--- src/uwo_defines.svh ---
// Constants for the store ordering block
`ifndef UWO_DEFINES_SVH
`define UWO_DEFINES_SVH
`define UWO_ADDR_W      32
`define UWO_DATA_W      32
`define UWO_CNT_W       4
`define UWO_CNT_MAX     4'hf
`define UWO_KIND_W      2
`define UWO_KIND_WC     2'h0
`define UWO_KIND_UC_ST  2'h1
`define UWO_KIND_UC_LD  2'h2
`define UWO_KIND_SWAP   2'h3
`endif

--- src/uwo_pkg.sv ---
// Types for the store ordering block
`include "uwo_defines.svh"
package uwo_pkg;
    typedef struct packed {
        logic [`UWO_KIND_W-1:0] kind;
        logic [`UWO_ADDR_W-1:0] addr;
        logic [`UWO_DATA_W-1:0] data;
    } uwo_req_t;
    typedef enum logic [1:0] {
        UWO_IDLE,
        UWO_ISSUE,
        UWO_WAIT
    } uwo_state_t;
endpackage

--- src/uwo_order.sv ---
// Bus ordering of write-combine and uncached transactions
`timescale 1ns/1ps
`default_nettype none
`include "uwo_defines.svh"
module uwo_order
(
    input  wire logic             clock_i,
    input  wire logic             rst_b_i,
    input  wire logic             req_valid_i,
    input  wire uwo_pkg::uwo_req_t req_i,
    output var  logic             req_ready_o,
    output var  logic             bus_valid_o,
    output var  uwo_pkg::uwo_req_t bus_req_o,
    input  wire logic             bus_accept_i,
    input  wire logic             bus_done_i,
    input  wire logic             bus_retry_i,
    output var  logic             wc_busy_o
);
    import uwo_pkg::*;

    // How ordering is kept:
    // - the core hands over one request at a time, so requests leave in
    //   the order the core issued them;
    // - write-combine writes are posted: the core is freed once the bus
    //   accepts one, and a counter tracks those not yet finished;
    // - an uncached store, uncached load or swap is launched only when
    //   that counter is zero and no retry is in flight, and the core is
    //   held until the bus reports it done without retry;
    // - a retry of a write-combine write keeps it counted, so a later
    //   uncached access cannot overtake the reissued chunk.
    // Timing: a write-combine request reaches the bus two edges after it
    //   is taken; ready returns one edge after the bus accepts it.
    // Uncached work launches two edges after the take at the earliest.
    // Limitation: at most 15 writes may be open; a sixteenth waits,
    // trading a little throughput for a narrow counter.

    // Control group: where the held request stands
    uwo_state_t             state_reg;
    uwo_state_t             state_next;
    uwo_req_t               cur_reg;
    uwo_req_t               cur_next;
    logic                   valid_reg;
    logic                   valid_next;
    logic                   ready_reg;
    logic                   ready_next;

    // Counter group: open write-combine writes on the bus
    logic [`UWO_CNT_W-1:0]  open_reg;
    logic [`UWO_CNT_W-1:0]  open_next;
    logic                   busy_reg;
    logic                   busy_next;

    // Conditions used by one group or both
    // Next values are computed below; the registers only copy them
    logic                   is_wc;
    logic                   take;
    logic                   accept_now;
    logic                   done_clean;
    logic                   drained;
    logic                   wc_room;
    logic                   may_launch;
    logic                   inc;
    logic                   dec;

    // The held request is a write-combine write
    assign is_wc = (cur_reg.kind == `UWO_KIND_WC);

    // A core request is taken only while ready is shown
    assign take = req_valid_i && ready_reg;

    // The bus takes the request on the edge it sees valid and accept
    assign accept_now = valid_reg && bus_accept_i;

    // A done pulse with retry means the transfer must run again
    assign done_clean = bus_done_i && !bus_retry_i;

    // No write is open and none is being retried right now;
    // a retry pulse alone already blocks uncached work
    assign drained = (open_reg == '0) && !bus_retry_i;

    // The counter must not wrap, so a full count stalls more writes
    assign wc_room = (open_reg != `UWO_CNT_MAX);

    // Write-combine writes may overlap; all other work waits until
    // every earlier write has drained
    always_comb
    begin
        if (is_wc)
            may_launch = wc_room;
        else
            may_launch = drained;
    end

    // Control next state: one request held at a time keeps program order
    always_comb
    begin
        state_next = state_reg;
        cur_next   = cur_reg;
        valid_next = valid_reg;
        ready_next = ready_reg;
        inc        = 1'b0;
        case (state_reg)
            UWO_IDLE:
            begin
                // Ready comes up one edge after reset or after a release
                ready_next = 1'b1;
                if (take)
                begin
                    // Capture the whole request so the bus copy holds
                    cur_next   = req_i;
                    ready_next = 1'b0;
                    state_next = UWO_ISSUE;
                end
            end
            UWO_ISSUE:
            begin
                // Valid, once raised, stands until the bus accepts
                if (may_launch)
                    valid_next = 1'b1;
                if (accept_now)
                begin
                    valid_next = 1'b0;
                    if (is_wc)
                    begin
                        // A posted write frees the core at once
                        inc        = 1'b1;
                        state_next = UWO_IDLE;
                        ready_next = 1'b1;
                    end
                    else
                    begin
                        // Uncached work waits for its own done pulse
                        state_next = UWO_WAIT;
                    end
                end
            end
            UWO_WAIT:
            begin
                // Nothing later starts until the uncached access completes
                if (done_clean)
                begin
                    // Finished; later writes may now start
                    state_next = UWO_IDLE;
                    ready_next = 1'b1;
                end
                else if (bus_retry_i)
                begin
                    // A retried uncached access is sent again
                    state_next = UWO_ISSUE;
                end
            end
            default:
            begin
                // An unused code falls back to idle
                state_next = UWO_IDLE;
            end
        endcase
    end

    // Counter next state: retried writes stay counted until a done pulse without retry
    always_comb
    begin
        // Done pulses during an uncached wait belong to that access
        dec       = done_clean && (state_reg != UWO_WAIT)
                    && (open_reg != '0);
        // Increment and decrement in one cycle cancel out
        open_next = open_reg + {{(`UWO_CNT_W-1){1'b0}}, inc}
                    - {{(`UWO_CNT_W-1){1'b0}}, dec};
        busy_next = (open_next != '0);
    end

    // Control registers
    always_ff @(posedge clock_i or negedge rst_b_i)
    begin
        if (!rst_b_i)
        begin
            // Reset leaves the core blocked for one edge
            state_reg <= UWO_IDLE;
            cur_reg   <= '0;
            valid_reg <= 1'b0;
            ready_reg <= 1'b0;
        end
        else
        begin
            state_reg <= state_next;
            cur_reg   <= cur_next;
            valid_reg <= valid_next;
            ready_reg <= ready_next;
        end
    end

    // Counter registers
    always_ff @(posedge clock_i or negedge rst_b_i)
    begin
        if (!rst_b_i)
        begin
            open_reg <= '0;
            busy_reg <= 1'b0;
        end
        else
        begin
            open_reg <= open_next;
            busy_reg <= busy_next;
        end
    end

    // Every output is a register, so the far side sees no glitches
    assign req_ready_o = ready_reg;
    assign bus_valid_o = valid_reg;
    assign bus_req_o   = cur_reg;
    assign wc_busy_o   = busy_reg;
endmodule
`default_nettype wire

--- config.mk ---
export PLATFORM = sky130hd
export DESIGN_NAME = uwo_order
export DESIGN_NICKNAME = d
export VERILOG_FILES = /design/src/uwo_pkg.sv /design/src/uwo_order.sv
export VERILOG_INCLUDE_DIRS = /design/src
export SDC_FILE = /design/constraint.sdc
export NUM_CORES = 1
export LEC_CHECK = 0
export BUFFER_PORTS_ARGS = -buffer_cell sky130_fd_sc_hd__buf_2
export CORE_ASPECT_RATIO = 0.7
export CORE_MARGIN = 2
export CORE_UTILIZATION = 47
export DETAILED_ROUTE_END_ITERATION = 6
export GPL_TIMING_DRIVEN = 0
export MAX_ROUTING_LAYER = met4
export PLACE_DENSITY = 0.78
export SLEW_MARGIN = 10
export SYNTH_ARGS = -nofsm -noshare
export SYNTH_HDL_FRONTEND = slang
export SYNTH_SLANG_ARGS = --single-unit
--- constraint.sdc ---
create_clock -name clock_i -period 3.4 [get_ports clock_i]
set_input_delay 0.17 -clock clock_i [delete_from_list [all_inputs] [get_ports clock_i]]
set_output_delay 0.17 -clock clock_i [all_outputs]
set_load 0.1 [all_outputs]
==> summary.txt, run 1 <==
Outcome
  • Status: completed

STA
  • Tightest Pin Transition: 0.504 ns
  • RSZ-0062 raised after global routing: false
  • Setup_tns: 0 ns
  • Skew final: 0.00671 ns
  • Fin. Hold Viols: 0
  • Final min period: 2.89 ns
  • Slew headroom: about 67%
  • Fmax: 346 MHz
  • Final Max Slew Viols: 0
  • Ratio of final minimum period to clock period: a little over four fifths
  • Final setup viols: 0

Synthesis
  • Syn_nets: about 290
  • Synthesized area per cell: 15.9 um2
  • Largest area contributor in the netlist: dfrtp_1
  • Top cell type's share of synthesized area: 58.3%
  • Netlist cell types: 25
  • Seq/Total Area, Yosys: roughly three fifths
  • Top cells by area, synth: dfrtp_1 (58%), mux2_4 (19%), mux2_2 (9.4%), ha_1 (3.9%), buf_6 (1.7%)
  • Cells after Synth: ~200
  • YS warnings: 0
  • Synthesized area: 3220 um2
  • #FFs+latches synth: 75

Finish
  • Multi-input gate area: 1240 um2
  • Inserted Diodes: 0
  • Area growth from synthesis to layout: 33.9%
  • Final nets: 438
  • Max FFs per register: 66
  • Design Area, Final: between 4000 and 5000 um2
  • Register area: 1880 um2
  • Share of post-route cells with drive strength above 1: between 60 and 70%
  • Fillers: 536

GRT
  • GRT Total Usage: ~17%
  • Initial antenna violation count: 0
  • Largest net degree at the start of global routing: 39
  • Gr ovfl total: 0
  • First-pass GRT wire length: about 10000 um
  • Vias in the first global route: 2,061

Worst setup path
  • Worst-path maximum fanout: 5
  • CP most frequent cell: inv_1
  • WP data required: 3.60 ns
  • R2R setup slack: 0.51 ns
  • Crit path launch type: register
  • CP Cell Sequence: inv_1 > ha_1 > nand3_1 > or3_1 > ha_1 > inv_1 > ha_1 > inv_1 > fa_1 > inv_1 > or4_1
  • R2R Path Start: state_reg[1]$_DFFE_PN0P_
  • CP max stage delay: 0.52 ns
  • Critical Path AT: 3.09 ns
  • Crit end category: register
  • WS Path Type: register to register
  • Slowest-stage cell, CP: or4_1
  • Setup crit start: state_reg[1]$_DFFE_PN0P_

Placed design
  • Cell Area, Placed: 4060 um2
  • GPL Wtd Cong: roughly 0.8
  • PortBufs: 140
  • Hpwl dp: 4730 um

Routing
  • DR iter-0 viols: 43
  • First drt pass iteration count: 4
  • WL/cell: between 10 and 15 um
  • Final wirelength: 6390 um
  • Via Count: between 2,000 and 2,500
  • Detail Route Antenna Nets: 0
  • DRC violations left: 0
  • Avg Vias per Cell: 4.59

Clock network
  • Clk Tree Root Cell: clkbuf_8
  • Longest Clk Path Bufs: 2
  • CTS tree: built
  • Hold Buf Count CTS: 1
  • H-tree levels: 3
  • Skew-Pair Late Insertion Delay: around 0.33 ns
  • Clock sink count: 75
  • Post CTS Setup Buffer Count: 0
  • Clock-pin slew on the worst setup and hold paths: roughly 0.08 ns
  • CTS Buf Count: 9
  • # resized after CTS: 0

Floorplanning
  • Core area: 6690 um2
  • Ports: 141
  • Die X-Extent: just over 100 um
  • Initial core utilization: 48.1%
  • Die ar.: around 7500 um2
  • Rows: 25
  • Die Span Y: 73.3 um

Hold path
  • HP Class: input pin to register
  • HP Start: req_i[9]

Flow run
  • # Max-Cap Violations: 0
-- stage by stage --
step                      cells  hold WS, ns  util (%)  setup WS (ns)
after global routing        454       0.0464      64.5          0.365
final                       454       0.0694      64.5          0.512
after CTS                   454       0.0491      64.5          0.496
after global placement      436        0.400      60.4          0.572
after detailed placement    437        0.163      60.7          0.500
after floorplan             202       -0.126         -          0.325
-- Yosys cell counts (all sizes together) --
library cell  number
a21o               1
a21oi              3
a221oi             2
buf                7
dfrtp             75
fa                 1
ha                10
inv               10
mux2              67
mux2i              1
nand2              4
nand2b             1
nand3              4
nor2               6
nor3               1
nor3b              2
o21ai              3
or3                1
or4                1
xnor2              1
xor2               1
-- per-layer routing --
metal	track usage [%]	wire [um]	vias to the layer above
met1	22.8	2920	983
met3	4.85	530	6
met2	26.9	2900	98
met5	-	0	-
li1	-	-	999
met4	5.26	40	0
-- critical path, delay by kind of cell, from the launching register on --
kind	cells	cell delay [ns]
adders and majority gates	4	1.15
buffers and inverters	4	0.26
DFF	1	0.40
and+or+nand+nor	3	0.95
-- worst paths after layout --
path | endpoint | depth (start not counted)
worst max-delay path | wc_busy_o$_DFF_PN0_ | 11
worst min-delay path | bus_req_o[9]$_DFFE_PN0P_ | 2
worst max register to register | wc_busy_o$_DFF_PN0_ | 11
worst min register to register | bus_req_o[35]$_DFFE_PN0P_ | 1
max in group asynchronous | bus_req_o[55]$_DFFE_PN0P_ | 3
min in group asynchronous | bus_req_o[2]$_DFFE_PN0P_ | 2
-- layout by cell type, fill, tap and decap left out, drive strengths merged, types with 2 or more instances in the layout --
master / n
nor2: 6
a21oi: 3
nor3b: 2
inv: 10
ha: 10
a221oi: 2
buf: 148
clkbuf: 12
mux2: 67
o21ai: 3
nand2: 4
dfrtp: 75
bufinv: 3
nand3: 4
-- kinds of logic (layout without fill, tap and decap cells) --
family          Yosys count  after routing  synth area share [%]
buf+inv                  17            175                  3.22
compound gates            9              9                  1.90
mux                      68             68                  28.4
flops                    75             75                  58.3
xor+xnor                  2              2                 0.544
simple gates             20             20                  3.18
fa+ha+maj                11             11                  4.50
-- cell type report --
class / instances / share of cell area [%]
multi-input combinational: 110 / 28.8
sequential: 75 / 43.5
clock inverter: 4 / 2.26
timing repair buffer: 142 / 17.0
tap: 94 / 2.73
clock buffer: 12 / 3.36
buffer: 7 / 1.54
inverter: 10 / 0.870
Power of run 1 is left out: the tool's default activity adds up to more than one toggle a clock period on the data nets, which glitch-free logic cannot reach.
==> run 2, diff against run 1 <==
Settings changed: ABC_AREA set to 1, CORE_UTILIZATION 47 to 42, PLACE_DENSITY 0.78 to 0.74.
Clock period 3.4 ns to 2.4 ns, I/O delays scaled along.
==> run 2 against run 1 <==
Effect of this change:
- hold slack got worse by 0.050 ns
- sequential cell count did not move
- largest cell class unchanged
- non-clock buffer count rose by 42
- setup slack got worse by 0.44 ns
- first-iteration DRC count rose by 100%
- synthesized cell count rose by 8.9%
- global-route usage rose by 0.74 points
- area after synthesis fell by 2.8%
- wire length rose by 12%
- die area rose by 8.4%
- clock-buffer cell count did not move
==> summary.txt, run 2 <==
Clock network
  • Clk Tree Root Cell: clkbuf_8
  • Skew-Pair Late Insertion Delay: 0.34 ns
  • CTS Buf Count: 9
  • Clock-pin slew on the worst setup and hold paths: 0.08 ns
  • H-tree levels: 3
  • CTS tree: built
  • Clock sink count: 75
  • Longest Clk Path Bufs: 2

Synthesis
  • Top cell type's share of synthesized area: 59.9%
  • Top_reg_cell synth: dfrtp_1
  • YS warnings: 0
  • #FFs+latches synth: between 70 and 80
  • Synth Area in Adders: 4.63%
  • Post-Synth Simple-Gate Area: 4.87%
  • Cells after Synth: 220
  • Mux cell area share after synthesis: 24.9%
  • Top cells by area, synth: dfrtp_1 (60%), mux2_2 (17%), mux2_4 (7.7%), ha_1 (4.0%), nand2_1 (2.0%)
  • Syn_nets: 303
  • Largest area contributor in the netlist: dfrtp_1
  • Post-synth top cells: dfrtp_1 (75), mux2_2 (48), nand2_1 (17)
  • Post-synthesis xor/xnor area fraction: less than 1%
  • Largest family of logic cells by synthesized area: multiplexers
  • FFs w/ async S/R, synth: 100%
  • Synthesized area per cell: 14.2 um2
  • Seq/Total Area, Yosys: about 60%
  • Most common cell in the netlist: dfrtp_1
  • Post-synth EDFFs: 0
  • Netlist cell types: 18
  • Synth Area in Compound Gates: ~1.8%
  • Synthesized area: 3130 um2

Finish
  • Most frequent cells in the layout: buf_2 (143), dfrtp_1 (72), mux2_2 (48)
  • Inserted Diodes: 0
  • Area growth from synthesis to layout: 49.5%
  • Final nets: 498
  • Share of post-route cells with drive strength above 1: roughly 60%
  • Most common cell after layout, fill and taps aside: buf_2
  • Max FFs per register: 66

Floorplanning
  • Die ar.: 8170 um2
  • Initial core utilization: 43.2%
  • Ports: 141
  • Die Span Y: 76.2 um
  • Core area: 7250 um2
  • Rows: 26
  • Die X-Extent: 107 um

Worst setup path
  • Setup crit end: wc_busy_o$_DFF_PN0_
  • WP data required: 2.61 ns
  • CP Cell Sequence: inv_2 > ha_4 > inv_4 > nor2_4 > nand3_2 > ha_4 > inv_2 > ha_4 > inv_2 > fa_1 > inv_2 > nor3_2 > nand3_1
  • Worst-path maximum fanout: 3
  • Crit path launch type: register
  • CP most frequent cell: inv_2
  • Setup crit start: state_reg[1]$_DFFE_PN0P_
  • Slowest-stage cell, CP: fa_1
  • R2R Path Start: state_reg[1]$_DFFE_PN0P_
  • Worst flop-to-flop path endpoint: wc_busy_o$_DFF_PN0_
  • R2R setup slack: between 0.07 and 0.08 ns
  • Reg2Reg Depth: 13
  • Critical Path AT: 2.54 ns
  • CP max stage delay: 0.53 ns
  • WS Path Type: register to register
  • Crit end category: register

STA
  • Slew headroom: 66.0%
  • Setup_tns: 0 ns
  • Fin. Hold Viols: 0
  • Ratio of final minimum period to clock period: a little over nine tenths
  • RSZ-0062 raised after global routing: true
  • Final Max Slew Viols: 0
  • Skew final: 0.00978 ns
  • Fmax: 431 MHz
  • Worst setup margin: 0.0772 ns
  • Final min period: 2.32 ns
  • Final setup viols: 0
  • Tightest Pin Transition: 0.514 ns

GRT
  • Met1 Use GR: between 20 and 25%
  • GRT Total Usage: a little under a fifth
  • Met2 Resource Use GR: 28.5%
  • First-pass GRT wire length: ~11,000 um
  • Initial antenna violation count: 0
  • Largest net degree at the start of global routing: 44
  • Gr ovfl total: 0
  • Met3 usage: under 10%
  • Grt peak-use layer: met2
  • Vias in the first global route: 2,311

Hold path
  • HP Start: req_i[36]
  • HP Class: input pin to register

Routing
  • Via Count: 2,371
  • Detail Route Antenna Nets: 0
  • Final wirelength: 7130 um
  • Avg Vias per Cell: 4.58
  • DRC violations left: 0
  • First drt pass iteration count: 4
  • DR iter-0 viols: 86
  • WL/cell: about 14 um

Placed design
  • PortBufs: 140
  • GPL Wtd Cong: 0.765
  • Pre-CTS WS: -0.157 ns
  • Hpwl dp: 4940 um

Outcome
  • Status: completed

Flow run
  • # Max-Cap Violations: 0
-- run 2: repair_timing --
| item | in CTS | in global routing |
|---|---|---|
| setup buffers | 3 | 4 |
| hold buffers | 34 | 2 |
| setup endpoints to repair | 1 | 1 |
| hold endpoints to repair | 65 | 2 |
| resized for setup | 6 | 12 |
| pin swaps | 1 | 7 |
-- run 2: area by class of cell --
cell class,instances,area [um2]
clock buffers,12,165
clock inverters,4,55.1
inverters,15,58.8
repair buffers,184,1140
plain buffers,7,53.8
flip-flops and latches,75,1880
multi-input cells,123,1210
well taps,98,123
fillers,565,2570
-- run 2: logic make-up (layout without fill, tap and decap cells) --
logic type / Yosys count / count (layout)
flops: 75 / 75
fa+ha+maj: 11 / 11
compound gates: 11 / 11
simple gates: 36 / 36
buf+inv: 22 / 222
xor+xnor: 1 / 1
mux: 64 / 64
-- run 2: how the worst min path moves through the flow --
stage               slack (ns)  cells after the start                         to
floorplan                -0.18                      0   bus_req_o[0]$_DFFE_PN0P_
global placement          0.35                      2  bus_req_o[14]$_DFFE_PN0P_
detailed placement        0.10                      1  bus_req_o[17]$_DFFE_PN0P_
CTS                     0.0004                      2  bus_req_o[28]$_DFFE_PN0P_
global route            0.0004                      2  bus_req_o[10]$_DFFE_PN0P_
finish                    0.02                      2  bus_req_o[36]$_DFFE_PN0P_
-- run 2: routing by layer --
metal / wire (um) / up-vias / part of all wire (%)
met2: 3360 / 98 / 47
met4: 141 / 0 / 2.0
met5: 0 / - / 0
met3: 539 / 16 / 7.6
met1: 3090 / 1123 / 43
li1: - / 1134 / -
-- run 2: metrics by stage --
step / hold WS (ns) / utilization, % / instances / area [um2]
CTS: 0.000390 / 63.3 / 512 / 4590
finish: 0.0194 / 64.6 / 518 / 4680
global route: 0.000352 / 64.6 / 518 / 4680
detailed placement: 0.103 / 54.9 / 459 / 3980
global placement: 0.351 / 54.6 / 458 / 3960
floorplan: -0.176 / - / 220 / 3140
-- run 2: critical path: cells and delay by family, from the launching register on --
family | cells | cell delay, ns
adder cells (fa/ha/maj) | 4 | 1.05
buffers and inverters | 5 | 0.29
flip-flops | 1 | 0.41
AND/OR/NAND/NOR | 4 | 0.45
Power of run 2 is left out for the same reason.
==> run 3, diff against run 2 <==
--- a/config.mk
+++ b/config.mk
@@ -15,5 +15,6 @@
 export GPL_TIMING_DRIVEN = 0
 export MAX_ROUTING_LAYER = met4
-export PLACE_DENSITY = 0.74
+export PLACE_DENSITY_LB_ADDON = 0.25
+export SETUP_SLACK_MARGIN = 0.1
 export SLEW_MARGIN = 10
 export SYNTH_ARGS = -nofsm -noshare
==> constraint.sdc (replaced) <==
create_clock -name clock_i -period 2.4 [get_ports clock_i]
set_input_delay 0.36 -clock clock_i [delete_from_list [all_inputs] [get_ports clock_i]]
set_output_delay 0.36 -clock clock_i [all_outputs]
set_load 0.1 [all_outputs]
==> run 3 against run 2 <==
Effect of this change:
- via count fell by 7.2%
- critical path depth did not move
- clock-buffer cell count fell by 2
- core utilization fell by 4.9 points
- maximum frequency fell by 1.0%
- first-iteration DRC count fell by 47%
- cell count fell by 6.8%
- clock skew fell by 0.0037 ns
- register-to-register slack got worse by 0.02 ns
- global-route usage fell by 1.1 points
==> summary.txt, run 3 (same netlist as run 2, synthesis figures left out) <==
Outcome
  • Status: completed

STA
  • Skew final: 0.00606 ns
  • Final Max Slew Viols: 0
  • Fin. Hold Viols: 0
  • Setup_tns: 0 ns
  • Slew headroom: 66.7%
  • WHS: around 0.24 ns
  • Final min period: around 2.3 ns
  • Final setup viols: 0
  • RSZ-0062 raised after global routing: true
  • Ratio of final minimum period to clock period: 97.8%
  • Tightest Pin Transition: 0.502 ns
  • Worst setup margin: about 0.054 ns
  • Fmax: between 400 and 500 MHz

Finish
  • Final nets: 463
  • Inserted Diodes: 0
  • Max FFs per register: 66
  • Most common cell after layout, fill and taps aside: buf_2
  • Share of post-route cells with drive strength above 1: 66.2%
  • Area growth from synthesis to layout: 38.1%
  • Post-route insts no fill: between 400 and 500
  • Most frequent cells in the layout: buf_2 (143), dfrtp_1 (71), mux2_2 (48)

Clock network
  • Skew-Pair Late Insertion Delay: 0.34 ns
  • CTS Buf Count: 9
  • Clk Tree Root Cell: clkbuf_8
  • Longest Clk Path Bufs: 2
  • CTS tree: built
  • H-tree levels: 3
  • Clock sink count: 75
  • Clock-pin slew on the worst setup and hold paths: 0.08 ns

Routing
  • DRC violations left: 0
  • First drt pass iteration count: 4
  • WL/cell: ~14 um
  • Final wirelength: between 6000 and 7000 um
  • Detail Route Antenna Nets: 0
  • Avg Vias per Cell: 4.56
  • DR iter-0 viols: between 40 and 50
  • Via Count: between 2,000 and 2,500

Worst setup path
  • R2R setup slack: 0.05 ns
  • Worst flop-to-flop path endpoint: wc_busy_o$_DFF_PN0_
  • WP data required: 2.62 ns
  • R2R Path Start: state_reg[1]$_DFFE_PN0P_
  • Crit end category: register
  • Reg2Reg Depth: 13
  • Top delay family on crit path: adder cells
  • CP Buf/Inv Count: 5
  • Worst-path maximum fanout: 3
  • Crit path launch type: register
  • WS Path Type: register to register
  • CP most frequent cell: inv_2
  • Slowest-stage cell, CP: fa_1
  • CP max stage delay: 0.52 ns
  • Critical Path AT: ~2.6 ns
  • CP Cell Sequence: inv_2 > ha_4 > inv_4 > nor2_4 > nand3_2 > ha_4 > inv_2 > ha_4 > inv_2 > fa_1 > inv_2 > nor3_2 > nand3_1

Hold path
  • Hold path cells: 2
  • HP Start: req_i[61]
  • HP Class: input pin to register
  • Hold EP: bus_req_o[61]$_DFFE_PN0P_

Placed design
  • Placed Cells: about 460
  • GPL Wtd Cong: 0.804
  • Pre-CTS WS: -0.104 ns
  • PortBufs: 140
  • Hpwl dp: 4850 um

GRT
  • Largest net degree at the start of global routing: 40
  • Gr ovfl total: 0
  • Initial antenna violation count: 0
  • Vias in the first global route: 2,289
  • GRT Total Usage: 17.2%
  • First-pass GRT wire length: around 11,000 um

Floorplanning
  • Die X-Extent: 107 um
  • Initial core utilization: 43.2%
  • Core area: 7250 um2
  • Ports: 141
  • Die ar.: around 8000 um2
  • Die Span Y: around 76 um
  • Rows: 26

Flow run
  • # Max-Cap Violations: 0
-- run 3: repair_timing --
item / 4_1_cts / 5_1_grt
pin swaps: 3 / 7
setup endpoints to repair: 1 / 2
resized for setup: 11 / 11
hold buffers: 1 / 0
buffers inserted: 5 / 2
endpoints found under the hold margin: 36 / 0
-- run 3: area by class of cell --
type | count | area (um2)
plain buffers | 7 | 53.8
multi-input cells | 123 | 1230
inverters | 15 | 58.8
clock buffers | 10 | 128
clock inverters | 6 | 63.8
flip-flops and latches | 75 | 1880
fillers | 586 | 2930
repair buffers | 149 | 786
well taps | 98 | 123
-- run 3: worst reg2reg max path: stages, from the launching register on --
cell	delay, ns
dfrtp_1	0.43
inv_2	0.10
ha_4	0.16
inv_4	0.05
nor2_4	0.12
nand3_2	0.09
ha_4	0.25
inv_2	0.06
ha_4	0.13
inv_2	0.04
fa_1	0.52
inv_2	0.05
nor3_2	0.16
nand3_1	0.09
-- run 3: worst max path at each step --
| stage | startpoint | end | slack (ns) | cells past startpoint |
|---|---|---|---|---|
| 2_1_floorplan | bus_valid_o$_DFFE_PN0P_ | wc_busy_o$_DFF_PN0_ | 0.11 | 11 |
| 3_3_place_gp | state_reg[1]$_DFFE_PN0P_ | wc_busy_o$_DFF_PN0_ | -0.07 | 13 |
| 3_5_place_dp | state_reg[1]$_DFFE_PN0P_ | wc_busy_o$_DFF_PN0_ | -0.10 | 13 |
| 4_1_cts | state_reg[0]$_DFFE_PN0P_ | wc_busy_o$_DFF_PN0_ | 0.08 | 11 |
| 5_1_grt | state_reg[1]$_DFFE_PN0P_ | wc_busy_o$_DFF_PN0_ | -0.04 | 13 |
| 6_report | state_reg[1]$_DFFE_PN0P_ | wc_busy_o$_DFF_PN0_ | 0.05 | 13 |
-- run 3: metal layers --
metal	vias to the layer above	part of all wire, %	track usage, %
li1	1060	-	-
met1	1032	47	22.1
met2	99	45	25.6
met3	10	7.2	5.90
met4	0	0.83	5.58
met5	-	0	-
-- run 3: metrics by stage --
step / util (%) / instance area [um2]
after floorplan: - / 3140
after global placement: 54.6 / 3960
after detailed placement: 54.9 / 3980
after CTS: 58.8 / 4260
after global routing: 59.6 / 4320
final: 59.6 / 4320
Power of run 3 is left out for the same reason.
